===== config.mk =====
export PLATFORM = sky130hd
export DESIGN_NAME = core_exception_priority
export DESIGN_NICKNAME = d
export VERILOG_FILES = /design/src/hw/exc_pkg.sv /design/src/hw/core_exception_priority.sv /design/src/hw/tick_timer.sv
export VERILOG_INCLUDE_DIRS = /design/src /design/src/hw
export SDC_FILE = /design/constraint.sdc
export NUM_CORES = 1
export LEC_CHECK = 0
export BUFFER_PORTS_ARGS = -buffer_cell sky130_fd_sc_hd__buf_2
export CAP_MARGIN = 20
export CORE_MARGIN = 5
export CORE_UTILIZATION = 45
export DETAILED_ROUTE_END_ITERATION = 7
export PLACE_DENSITY = 0.62
export SKIP_CTS_REPAIR_TIMING = 1
export SLEW_MARGIN = 20
export SYNTH_ARGS = -nofsm -noshare
export SYNTH_HDL_FRONTEND = slang
export SYNTH_SLANG_ARGS = --single-unit

===== constraint.sdc =====
create_clock -name clk_in -period 4.7 [get_ports clk_in]
set_input_delay 0.94 -clock clk_in [delete_from_list [all_inputs] [get_ports clk_in]]
set_output_delay 0.94 -clock clk_in [all_outputs]
set_load 0.005 [all_outputs]

===== src/hw/exc_map.svh =====
`ifndef EXC_MAP_SVH
`define EXC_MAP_SVH
// Behaviour
// - Four priority levels, two-bit field per source.
// - Fields at 31:30, 23:22, 15:14, 7:6; rest zero.
// - Request number is vector number minus sixteen.
// - Fixed table slots for stack, reset, nmi, faults.
// - Pendable service uses vector 14, slot 0x38.
// - Tick timer uses vector 15, slot 0x3C.
// - Taken vector number is saved when serviced.
// - Nonmaskable request from routed active-low pin.
// - Tick counts core clock or clock over 16.
// - Ten millisecond calibration field reads zero.
// - Wake-up only down to very low power stop.
// - Priority register index is request divided by four.
// - Field starts at eight times (request mod 4) plus six.

// Register byte offsets on the APB.
`define OFF_PRIO_LAST     8'h1C
`define OFF_ENABLE        8'h20
`define OFF_STATUS        8'h24
`define OFF_MASK          8'h28
`define OFF_TICK_CTRL     8'h2C
`define OFF_TICK_RELOAD   8'h30
`define OFF_TICK_CURRENT  8'h34
`define OFF_TICK_CALIB    8'h38
`define OFF_NMI_ROUTE     8'h3C
`define OFF_PENDING       8'h40
`define OFF_SYS_PEND      8'h44
`define OFF_ACTIVE        8'h48
`define OFF_POWER         8'h4C
`define OFF_SYS_PRIO      8'h50

// Priority field layout.
`define PRIO_FIELD_MASK   32'hC0C0C0C0
`define PRIO_FIELD_BASE   6
`define PRIO_FIELD_STEP   8
`define PRIO_PER_REG      4

// Vector numbers and table slots.
`define VEC_NMI           6'h02
`define VEC_HARD_FAULT    6'h03
`define VEC_SVC           6'h0B
`define VEC_PENDSV        6'h0E
`define VEC_TICK          6'h0F
`define VEC_IRQ_BASE      6'h10
`define ADDR_PENDSV       32'h00000038
`define ADDR_TICK         32'h0000003C

// Tick control bits, prescaler and calibration.
`define TICK_EN_BIT       0
`define TICK_INT_BIT      1
`define TICK_SEL_BIT      2
`define TICK_PRESCALE_MAX 4'hF
`define TEN_MS_CAL        24'h000000

// Status bits, system pend bits and system priority fields.
`define ST_NMI_BIT        0
`define ST_TICK_BIT       1
`define ST_TAKEN_BIT      2
`define SYSPEND_SET_BIT   0
`define SYSPRI_SVC_LSB    6
`define SYSPRI_PENDSV_LSB 14
`define SYSPRI_TICK_LSB   22
`endif


===== src/hw/exc_pkg.sv =====
package exc_pkg;
  typedef logic [1:0] prio_t;
  typedef logic [5:0] vec_t;
  typedef enum logic [1:0] {ST_IDLE, ST_OFFER, ST_ACTIVE} exc_state_t;
  typedef enum logic [2:0] {
    PM_RUN, PM_WAIT, PM_STOP, PM_VERY_LOW_POWER_STOP, PM_LLS, PM_VLLS
  } power_mode_t;
endpackage : exc_pkg


===== src/hw/core_exception_priority.sv =====
`timescale 1ns/1ns
`include "exc_map.svh"
module core_exception_priority
  import exc_pkg::*;
(
  input  wire logic        clk_in,             // Core clock, 50 MHz.
  input  wire logic        rstn_in,            // Async reset, active low.
  input  wire logic        psel_in,            // APB select.
  input  wire logic        penable_in,         // APB access phase.
  input  wire logic        pwrite_in,          // APB write when high.
  input  wire logic [7:0]  paddr_in,           // APB byte address.
  input  wire logic [31:0] pwdata_in,          // APB write data.
  output logic             pready_out,         // APB ready.
  output logic      [31:0] prdata_out,         // APB read data.
  output logic             pslverr_out,        // APB error, unmapped.
  input  wire logic [31:0] irq_in,             // Peripheral request levels.
  input  wire logic        nmi_n_in,           // Nonmaskable pin, low.
  input  wire logic        fault_in,           // Hard fault pulse.
  input  wire logic        svc_in,             // Supervisor call pulse.
  input  wire logic        exc_ack_in,         // Core takes the vector.
  input  wire logic        exc_done_in,        // Handler return pulse.
  output logic             exc_req_out,        // Vector offered.
  output vec_t             exc_vector_out,     // Offered vector number.
  output logic      [31:0] exc_addr_out,       // Offered table slot.
  output vec_t             stacked_vector_out, // Vector saved on entry.
  output logic             wake_out,           // Wake-up request.
  output logic             irq_out             // Status interrupt, high.
);
  prio_t       prio_reg [32];
  prio_t       prio_next [32];
  logic [31:0] en_reg, en_next, mask_reg, mask_next;
  logic [2:0]  status_reg, status_next, ctrl_reg, ctrl_next;
  logic [23:0] reload_reg, reload_next, tick_cur;
  logic        route_reg, route_next, pendsv_reg, pendsv_next;
  logic        tick_pend_reg, tick_pend_next, fault_reg, fault_next;
  logic        svc_reg, svc_next, nmi_pend_reg, nmi_pend_next;
  prio_t       svc_pri_reg, svc_pri_next, psv_pri_reg, psv_pri_next;
  prio_t       tck_pri_reg, tck_pri_next;
  power_mode_t mode_reg, mode_next;
  logic        pready_reg, pready_next, err_reg, err_next;
  logic [31:0] rd_reg, rd_next;
  logic        nmi_s1_reg, nmi_s2_reg, nmi_prev_reg;
  exc_state_t  state_reg, state_next;
  logic        req_reg, req_next, wake_reg, wake_next;
  vec_t        vec_reg, vec_next, stk_reg, stk_next;
  logic [31:0] addr_reg, addr_next;
  logic        irq_reg, irq_next;
  logic        wr_commit, rd_load, tick_clear, tick_wrap, nmi_edge;
  logic        taken, cand_valid, mapped;
  prio_t       cand_lvl;
  vec_t        cand_vec;
  logic [31:0] rd_word, pend_lines;

  // Reserved table slots never carry a source.
  function automatic logic is_reserved(vec_t v);
    return (v >= 6'h04 && v <= 6'h0A) || v == 6'h0C || v == 6'h0D;
  endfunction : is_reserved

  // A candidate wins only on a strictly better level, so ties keep
  // the lower vector already chosen.
  function automatic logic beats(logic have, prio_t cur, prio_t lvl);
    return !have || lvl < cur;
  endfunction : beats

  // Table slot of a vector is four bytes per entry from address zero.
  function automatic logic [31:0] slot_addr(vec_t v);
    return {24'h000000, v, 2'h0};
  endfunction : slot_addr

  tick_timer u_tick (
    .clk_in    (clk_in),
    .rstn_in   (rstn_in),
    .en_in     (ctrl_reg[`TICK_EN_BIT]),
    .sel_in    (ctrl_reg[`TICK_SEL_BIT]),
    .clear_in  (tick_clear),
    .reload_in (reload_reg),
    .cur_out   (tick_cur),
    .wrap_out  (tick_wrap)
  );

  // The pin is asynchronous, so two flops precede the edge detector.
  always_ff @(posedge clk_in or negedge rstn_in) begin
    if (!rstn_in) begin
      nmi_s1_reg   <= 1'b1;
      nmi_s2_reg   <= 1'b1;
      nmi_prev_reg <= 1'b1;
    end else begin
      nmi_s1_reg   <= nmi_n_in;
      nmi_s2_reg   <= nmi_s1_reg;
      nmi_prev_reg <= nmi_s2_reg;
    end
  end

  // A falling pin only counts once software routed it.
  assign nmi_edge   = route_reg && nmi_prev_reg && !nmi_s2_reg;
  assign pend_lines = irq_in & en_reg;
  assign taken      = state_reg == ST_OFFER && exc_ack_in;

  // Nmi beats hard fault beats the rest; the rest go by level, lowest vector on a tie.
  always_comb begin
    cand_valid = 1'b0;
    cand_lvl   = 2'h3;
    cand_vec   = 6'h00;
    if (svc_reg) begin
      cand_valid = 1'b1;
      cand_lvl   = svc_pri_reg;
      cand_vec   = `VEC_SVC;
    end
    if (pendsv_reg && beats(cand_valid, cand_lvl, psv_pri_reg)) begin
      cand_valid = 1'b1;
      cand_lvl   = psv_pri_reg;
      cand_vec   = `VEC_PENDSV;
    end
    if (tick_pend_reg && beats(cand_valid, cand_lvl, tck_pri_reg)) begin
      cand_valid = 1'b1;
      cand_lvl   = tck_pri_reg;
      cand_vec   = `VEC_TICK;
    end
    for (int i = 0; i < 32; i++) begin
      if (pend_lines[i] && beats(cand_valid, cand_lvl, prio_reg[i])) begin
        cand_valid = 1'b1;
        cand_lvl   = prio_reg[i];
        cand_vec   = `VEC_IRQ_BASE + 6'(i);
      end
    end
    if (fault_reg) begin
      cand_valid = 1'b1;
      cand_vec   = `VEC_HARD_FAULT;
    end
    if (nmi_pend_reg) begin
      cand_valid = 1'b1;
      cand_vec   = `VEC_NMI;
    end
  end

  // Offer a vector, hold it until taken, then wait for the return.
  // A newer better source waits until the handler returns.
  always_comb begin
    state_next = state_reg;
    req_next   = req_reg;
    vec_next   = vec_reg;
    addr_next  = addr_reg;
    stk_next   = stk_reg;
    case (state_reg)
      ST_IDLE: begin
        if (cand_valid) begin
          req_next   = 1'b1;
          vec_next   = cand_vec;
          addr_next  = slot_addr(cand_vec);
          state_next = ST_OFFER;
        end
      end
      ST_OFFER: begin
        if (exc_ack_in) begin
          req_next   = 1'b0;
          stk_next   = vec_reg;
          state_next = ST_ACTIVE;
        end
      end
      ST_ACTIVE: begin
        if (exc_done_in) begin
          state_next = ST_IDLE;
        end
      end
      default: begin
        state_next = ST_IDLE;
        req_next   = 1'b0;
      end
    endcase
    wake_next = cand_valid && mode_reg <= PM_VERY_LOW_POWER_STOP;
    irq_next  = |(status_next & mask_next[2:0]);
  end

  always_ff @(posedge clk_in or negedge rstn_in) begin
    if (!rstn_in) begin
      state_reg <= ST_IDLE;
      req_reg   <= 1'b0;
      vec_reg   <= 6'h00;
      addr_reg  <= 32'h00000000;
      stk_reg   <= 6'h00;
      wake_reg  <= 1'b0;
      irq_reg   <= 1'b0;
    end else begin
      state_reg <= state_next;
      req_reg   <= req_next;
      vec_reg   <= vec_next;
      addr_reg  <= addr_next;
      stk_reg   <= stk_next;
      wake_reg  <= wake_next;
      irq_reg   <= irq_next;
    end
  end

  // Read word for the current address; priority words are built per
  // register index so that unused bits always read as zero.
  always_comb begin
    rd_word = 32'h00000000;
    mapped  = 1'b1;
    if (paddr_in <= `OFF_PRIO_LAST) begin
      for (int j = 0; j < `PRIO_PER_REG; j++) begin
        rd_word[`PRIO_FIELD_STEP*j+`PRIO_FIELD_BASE +: 2] =
          prio_reg[{paddr_in[4:2], 2'(j)}];
      end
    end else begin
      case (paddr_in)
        `OFF_ENABLE:       rd_word = en_reg;
        `OFF_STATUS:       rd_word = {29'h0, status_reg};
        `OFF_MASK:         rd_word = mask_reg;
        `OFF_TICK_CTRL:    rd_word = {29'h0, ctrl_reg};
        `OFF_TICK_RELOAD:  rd_word = {8'h00, reload_reg};
        `OFF_TICK_CURRENT: rd_word = {8'h00, tick_cur};
        `OFF_TICK_CALIB:   rd_word = {8'h00, `TEN_MS_CAL};
        `OFF_NMI_ROUTE:    rd_word = {31'h0, route_reg};
        `OFF_PENDING:      rd_word = pend_lines;
        `OFF_SYS_PEND:     rd_word = {27'h0, nmi_pend_reg, fault_reg,
                                      svc_reg, tick_pend_reg, pendsv_reg};
        `OFF_ACTIVE:       rd_word = {26'h0, stk_reg};
        `OFF_POWER:        rd_word = {29'h0, mode_reg};
        `OFF_SYS_PRIO:     rd_word = {8'h00, tck_pri_reg, 6'h00,
                                      psv_pri_reg, 6'h00, svc_pri_reg,
                                      6'h00};
        default:           mapped  = 1'b0;
      endcase
    end
  end

  // Answer one cycle into the access phase; writes land on the edge
  // where the master sees ready.
  always_comb begin
    rd_load     = psel_in && penable_in && !pready_reg;
    wr_commit   = psel_in && penable_in && pready_reg && pwrite_in;
    pready_next = rd_load;
    rd_next     = (rd_load && !pwrite_in) ? rd_word : rd_reg;
    err_next    = rd_load && !mapped;
    tick_clear  = wr_commit && paddr_in == `OFF_TICK_CURRENT;
    prio_next   = prio_reg;
    en_next     = en_reg;
    mask_next   = mask_reg;
    ctrl_next   = ctrl_reg;
    reload_next = reload_reg;
    route_next  = route_reg;
    mode_next   = mode_reg;
    svc_pri_next = svc_pri_reg;
    psv_pri_next = psv_pri_reg;
    tck_pri_next = tck_pri_reg;
    status_next = status_reg;
    if (wr_commit && paddr_in <= `OFF_PRIO_LAST) begin
      for (int j = 0; j < `PRIO_PER_REG; j++) begin
        prio_next[{paddr_in[4:2], 2'(j)}] =
          pwdata_in[`PRIO_FIELD_STEP*j+`PRIO_FIELD_BASE +: 2];
      end
    end
    if (wr_commit) begin
      case (paddr_in)
        `OFF_ENABLE:      en_next     = pwdata_in;
        `OFF_STATUS:      status_next = status_reg & ~pwdata_in[2:0];
        `OFF_MASK:        mask_next   = pwdata_in;
        `OFF_TICK_CTRL:   ctrl_next   = pwdata_in[2:0];
        `OFF_TICK_RELOAD: reload_next = pwdata_in[23:0];
        `OFF_NMI_ROUTE:   route_next  = pwdata_in[0];
        `OFF_POWER: begin
          if (pwdata_in[2:0] <= 3'h5) begin
            mode_next = power_mode_t'(pwdata_in[2:0]);
          end
        end
        `OFF_SYS_PRIO: begin
          svc_pri_next = pwdata_in[`SYSPRI_SVC_LSB +: 2];
          psv_pri_next = pwdata_in[`SYSPRI_PENDSV_LSB +: 2];
          tck_pri_next = pwdata_in[`SYSPRI_TICK_LSB +: 2];
        end
        default: begin
        end
      endcase
    end
    // Events set after the clear so a coincident event is kept.
    status_next[`ST_NMI_BIT]   = status_next[`ST_NMI_BIT] | nmi_edge;
    status_next[`ST_TICK_BIT]  = status_next[`ST_TICK_BIT] | tick_wrap;
    status_next[`ST_TAKEN_BIT] = status_next[`ST_TAKEN_BIT] | taken;
    // Pending sources clear when their vector is taken; a new set wins.
    nmi_pend_next  = (nmi_pend_reg && !(taken && vec_reg == `VEC_NMI))
                     || nmi_edge;
    fault_next     = (fault_reg && !(taken && vec_reg == `VEC_HARD_FAULT))
                     || fault_in;
    svc_next       = (svc_reg && !(taken && vec_reg == `VEC_SVC)) || svc_in;
    pendsv_next    = (pendsv_reg && !(taken && vec_reg == `VEC_PENDSV)) ||
                     (wr_commit && paddr_in == `OFF_SYS_PEND &&
                      pwdata_in[`SYSPEND_SET_BIT]);
    tick_pend_next = (tick_pend_reg && !(taken && vec_reg == `VEC_TICK)) ||
                     (tick_wrap && ctrl_reg[`TICK_INT_BIT]);
  end

  always_ff @(posedge clk_in or negedge rstn_in) begin
    if (!rstn_in) begin
      for (int i = 0; i < 32; i++) prio_reg[i] <= 2'h0;
      en_reg        <= 32'h00000000;
      mask_reg      <= 32'h00000000;
      status_reg    <= 3'h0;
      ctrl_reg      <= 3'h0;
      reload_reg    <= 24'h000000;
      route_reg     <= 1'b0;
      mode_reg      <= PM_RUN;
      svc_pri_reg   <= 2'h0;
      psv_pri_reg   <= 2'h0;
      tck_pri_reg   <= 2'h0;
      nmi_pend_reg  <= 1'b0;
      fault_reg     <= 1'b0;
      svc_reg       <= 1'b0;
      pendsv_reg    <= 1'b0;
      tick_pend_reg <= 1'b0;
      pready_reg    <= 1'b0;
      rd_reg        <= 32'h00000000;
      err_reg       <= 1'b0;
    end else begin
      prio_reg      <= prio_next;
      en_reg        <= en_next;
      mask_reg      <= mask_next;
      status_reg    <= status_next;
      ctrl_reg      <= ctrl_next;
      reload_reg    <= reload_next;
      route_reg     <= route_next;
      mode_reg      <= mode_next;
      svc_pri_reg   <= svc_pri_next;
      psv_pri_reg   <= psv_pri_next;
      tck_pri_reg   <= tck_pri_next;
      nmi_pend_reg  <= nmi_pend_next;
      fault_reg     <= fault_next;
      svc_reg       <= svc_next;
      pendsv_reg    <= pendsv_next;
      tick_pend_reg <= tick_pend_next;
      pready_reg    <= pready_next;
      rd_reg        <= rd_next;
      err_reg       <= err_next;
    end
  end

  assign pready_out         = pready_reg;
  assign prdata_out         = rd_reg;
  assign pslverr_out        = err_reg;
  assign exc_req_out        = req_reg;
  assign exc_vector_out     = vec_reg;
  assign exc_addr_out       = addr_reg;
  assign stacked_vector_out = stk_reg;
  assign wake_out           = wake_reg;
  assign irq_out            = irq_reg;
endmodule : core_exception_priority


===== src/hw/tick_timer.sv =====
`timescale 1ns/1ns
`include "exc_map.svh"
module tick_timer (
  input  wire logic        clk_in,    // Core clock.
  input  wire logic        rstn_in,   // Asynchronous reset, active low.
  input  wire logic        en_in,     // Counter enable.
  input  wire logic        sel_in,    // Tick clock select.
  input  wire logic        clear_in,  // Clear current value.
  input  wire logic [23:0] reload_in, // Reload value.
  output logic      [23:0] cur_out,   // Current count.
  output logic             wrap_out   // One-cycle pulse at count end.
);
  logic [3:0]  pre_reg,  pre_next;
  logic [23:0] cur_reg,  cur_next;
  logic        wrap_reg, wrap_next;
  logic        step;

  // Select one decrement per core clock or one per sixteen.
  always_comb begin
    step      = en_in && (sel_in || pre_reg == `TICK_PRESCALE_MAX);
    pre_next  = en_in ? pre_reg + 4'h1 : 4'h0;
    cur_next  = cur_reg;
    wrap_next = 1'b0;
    if (clear_in) begin
      cur_next = 24'h000000;
    end else if (step) begin
      if (cur_reg == 24'h000000) begin
        cur_next = reload_in;
      end else begin
        cur_next  = cur_reg - 24'h000001;
        wrap_next = (cur_reg == 24'h000001);
      end
    end
  end

  always_ff @(posedge clk_in or negedge rstn_in) begin
    if (!rstn_in) begin
      pre_reg  <= 4'h0;
      cur_reg  <= 24'h000000;
      wrap_reg <= 1'b0;
    end else begin
      pre_reg  <= pre_next;
      cur_reg  <= cur_next;
      wrap_reg <= wrap_next;
    end
  end

  assign cur_out  = cur_reg;
  assign wrap_out = wrap_reg;
endmodule : tick_timer


==> results.json <==
{
  "fin_ws_ps": -284,
  "cp_slowest_cell": "or4_4",
  "synth.avg_cell_area_um2": 9.40,
  "met3_usage_pct": 4.55,
  "finalNonFillerCells": 2465,
  "finalClockSkew_ps": 16.1,
  "slowest_delay_ps": 540,
  "worst_hold_slack_ps": 333,
  "ios": 163,
  "met2_usage_pct": 48.4,
  "final.fill_count": 3004,
  "irDropWorstVdd_v": 0.000296,
  "fin_area_um2": 19500,
  "clock_latency_ps": 580,
  "status": "finished with violations",
  "syn_area_um2": 15400,
  "routedWlPerCell_um": 23.8,
  "arrival_ps": 5500,
  "routed_wirelength_um": 58700,
  "rsz0062_at_grt": "true",
  "seqCellArea_um2": 6410,
  "die_y_um": 195,
  "failed_checks": "setup timing",
  "cts_sinks": 256,
  "placementRows": 67,
  "multiInputGateArea_um2": 8650,
  "clk_pin_slew_ps": 60,
  "fp.dieArea_um2": 38100,
  "dp_hpwl_um": 43700,
  "netlist-cell-type-count": 96,
  "synth_edf_count": 0,
  "max-cap-violations": 0,
  "root_buffer": "clkbuf_16",
  "synth_top_area_cell": "dfrtp_1",
  "route.vias.total": 15200,
  "cp-start-kind": "flip-flop",
  "cts_buffers": 29,
  "cp_data_required_time_ps": 5210,
  "largest_reg_flops": 64,
  "cts_buffer_depth": 3,
  "start_util_pct": 45.8,
  "overflow": 0,
  "setup_viol": 6,
  "vias_per_cell": 6.17,
  "synth_top_area_share_pct": 41.0,
  "firstDrtPassIters": 6,
  "grt_antenna_before_repair": 3,
  "critical_path.max_fanout": 7,
  "synth_ff_type": "dfrtp_1",
  "setup_tns_ps": -1520,
  "syn_inst": 1642,
  "yosys_warnings": 0,
  "maxSlewHeadroom_pct": 33.1,
  "final.min_clock_period_ps": 4980,
  "fin_crit_sh_pct": 106,
  "drive_gt1_share_pct": 34.4,
  "final_hold_viol_count": 0,
  "coreArea_um2": 33700,
  "yosysMostFrequentCell": "dfrtp_1",
  "holdCritPathClass": "primary input to async pin",
  "p_leak_nw": 9.31,
  "grt_pass1_wl_um": 88900,
  "fmax_mhz": 201,
  "slew_violations": 0,
  "final_nets": 2083,
  "grt_max_degree": 86,
  "ys_top_cells_by_count": "253 x dfrtp_1, 161 x nand2_1, 154 x mux2_2",
  "area_growth_syn_to_layout_pct": 26.5,
  "io_buffers": 136,
  "async_reset_ff_share_pct": 100,
  "grt_pass1_vias": 14900,
  "ys_top_cells_by_area": "dfrtp_1 41%, mux2_2 11%, o21ai_0 4.9%",
  "worstPathCellList": "nor2b_4 -> or4_4 -> or4_4 -> buf_6 -> or3_4 -> a211o_1 -> o2111ai_2 -> o2bb2ai_2 -> nor3_4 -> o211ai_4 -> a21o_4 -> a2111oi_4 -> o32a_1 -> and2_4 -> o32ai_4 -> a311o_1 -> a211oi_2 -> o32a_1",
  "htreeDepth": 1,
  "endpoint_kind": "flip-flop",
  "die_w_um": 195,
  "power.density_nw_per_um2": 280,
  "cts_tree": "yes",
  "ys_seq_elements": 256,
  "drc": 0,
  "busiest_layer": "met2",
  "dp_cells": 2408,
  "critPathKind": "flip-flop to flip-flop",
  "use_met1_pct": 39.7,
  "ant_nets": 0,
  "seq_area_frac_synth_pct": 41.5,
  "placed_area_um2": 18300,
  "globalplace.congestion": 0.966,
  "worstMarginPinSlew_ps": 1000,
  "gr-usage-all-layers_pct": 29.6,
  "drt_iter0_markers": 1316
}
## layout make-up
class / count / share of cell area [%]
flip-flops and latches: 256 / 32.8
repair buffers: 399 / 13.8
clock buffers: 39 / 4.37
diodes: 1 / 0.0128
inverters: 43 / 0.827
well taps: 448 / 2.87
multi-input cells: 1267 / 44.3
clock inverters: 12 / 0.910
## cells by family (layout without fill, tap and decap cells)
logic type	count (synthesis)	after routing	share of synthesized area, %
muxes	176	176	14.0
AOI/OAI and AO/OA	516	516	22.5
xor gates and xnor gates	3	3	0.170
DFF	256	256	41.5
buffers and inverters	144	493	4.33
and+or+nand+nor	540	540	17.1
adders and majority gates	6	6	0.470
other	1	27	0.0243
## cells in the final DEF, fill, tap and decap left out, types with 14 or more instances in the layout
| master | count |
|---|---|
| buf_2 | 134 |
| nand2_1 | 161 |
| mux2_2 | 154 |
| buf_4 | 260 |
| nor4_1 | 22 |
| a22oi_1 | 18 |
| a21oi_1 | 107 |
| o21ai_0 | 148 |
| conb_1 | 26 |
| a22o_1 | 20 |
| a21o_1 | 26 |
| a222oi_1 | 21 |
| nand2b_1 | 19 |
| mux4_2 | 16 |
| inv_1 | 43 |
| and2_1 | 25 |
| nand3_1 | 30 |
| nor3_1 | 28 |
| clkbuf_16 | 29 |
| a211oi_1 | 14 |
| nor2_1 | 148 |
| dfrtp_1 | 252 |
## final timing paths
kind	slack [ps]	startpoint	endpoint	cells after the start
max	-280	svc_reg	exc_addr_out[3]	18
min	330	rstn_in	u_tick.pre_reg[2]	1
max reg2reg	-280	svc_reg	exc_addr_out[3]	18
min reg2reg	360	nmi_s1_reg	nmi_s2_reg	0
max in group asynchronous	3260	rstn_in	prdata_out[29]	2
min in group clk_in	360	nmi_s1_reg	nmi_s2_reg	0
## stage by stage
stage / power, mW / util, % / worst slack [ps]
after detailed placement: 3.01 / 54.3 / -1050
after global routing: 5.63 / 57.9 / -423
after floorplan: 2.66 / - / -425
final: 5.46 / 57.9 / -284
after global placement: 3.00 / 54.3 / -1050
after CTS: 5.47 / 57.3 / -676
## critical path, delay by kind of cell (launching register included)
family | cells | cell delay [ps]
simple gates | 6 | 1990
compound gates | 11 | 2330
flops | 1 | 440
buf+inv | 1 | 150
## routing by layer
layer  vias up  routed length [µm]
li1       6788                   -
met1      7577               24500
met2       704               27100
met3       144                4300
met4         0                2740
met5         -                   0
## where the power goes
part	switching (mW)	leakage (nW)	total, mW	internal, mW
Clock	0.980	0.509	2.47	1.49
Combinational	0.352	5.41	0.598	0.246
Sequential	0.133	3.39	2.40	2.27
Total	1.47	9.31	5.46	4.00
Power figures use the tool's default switching activity.
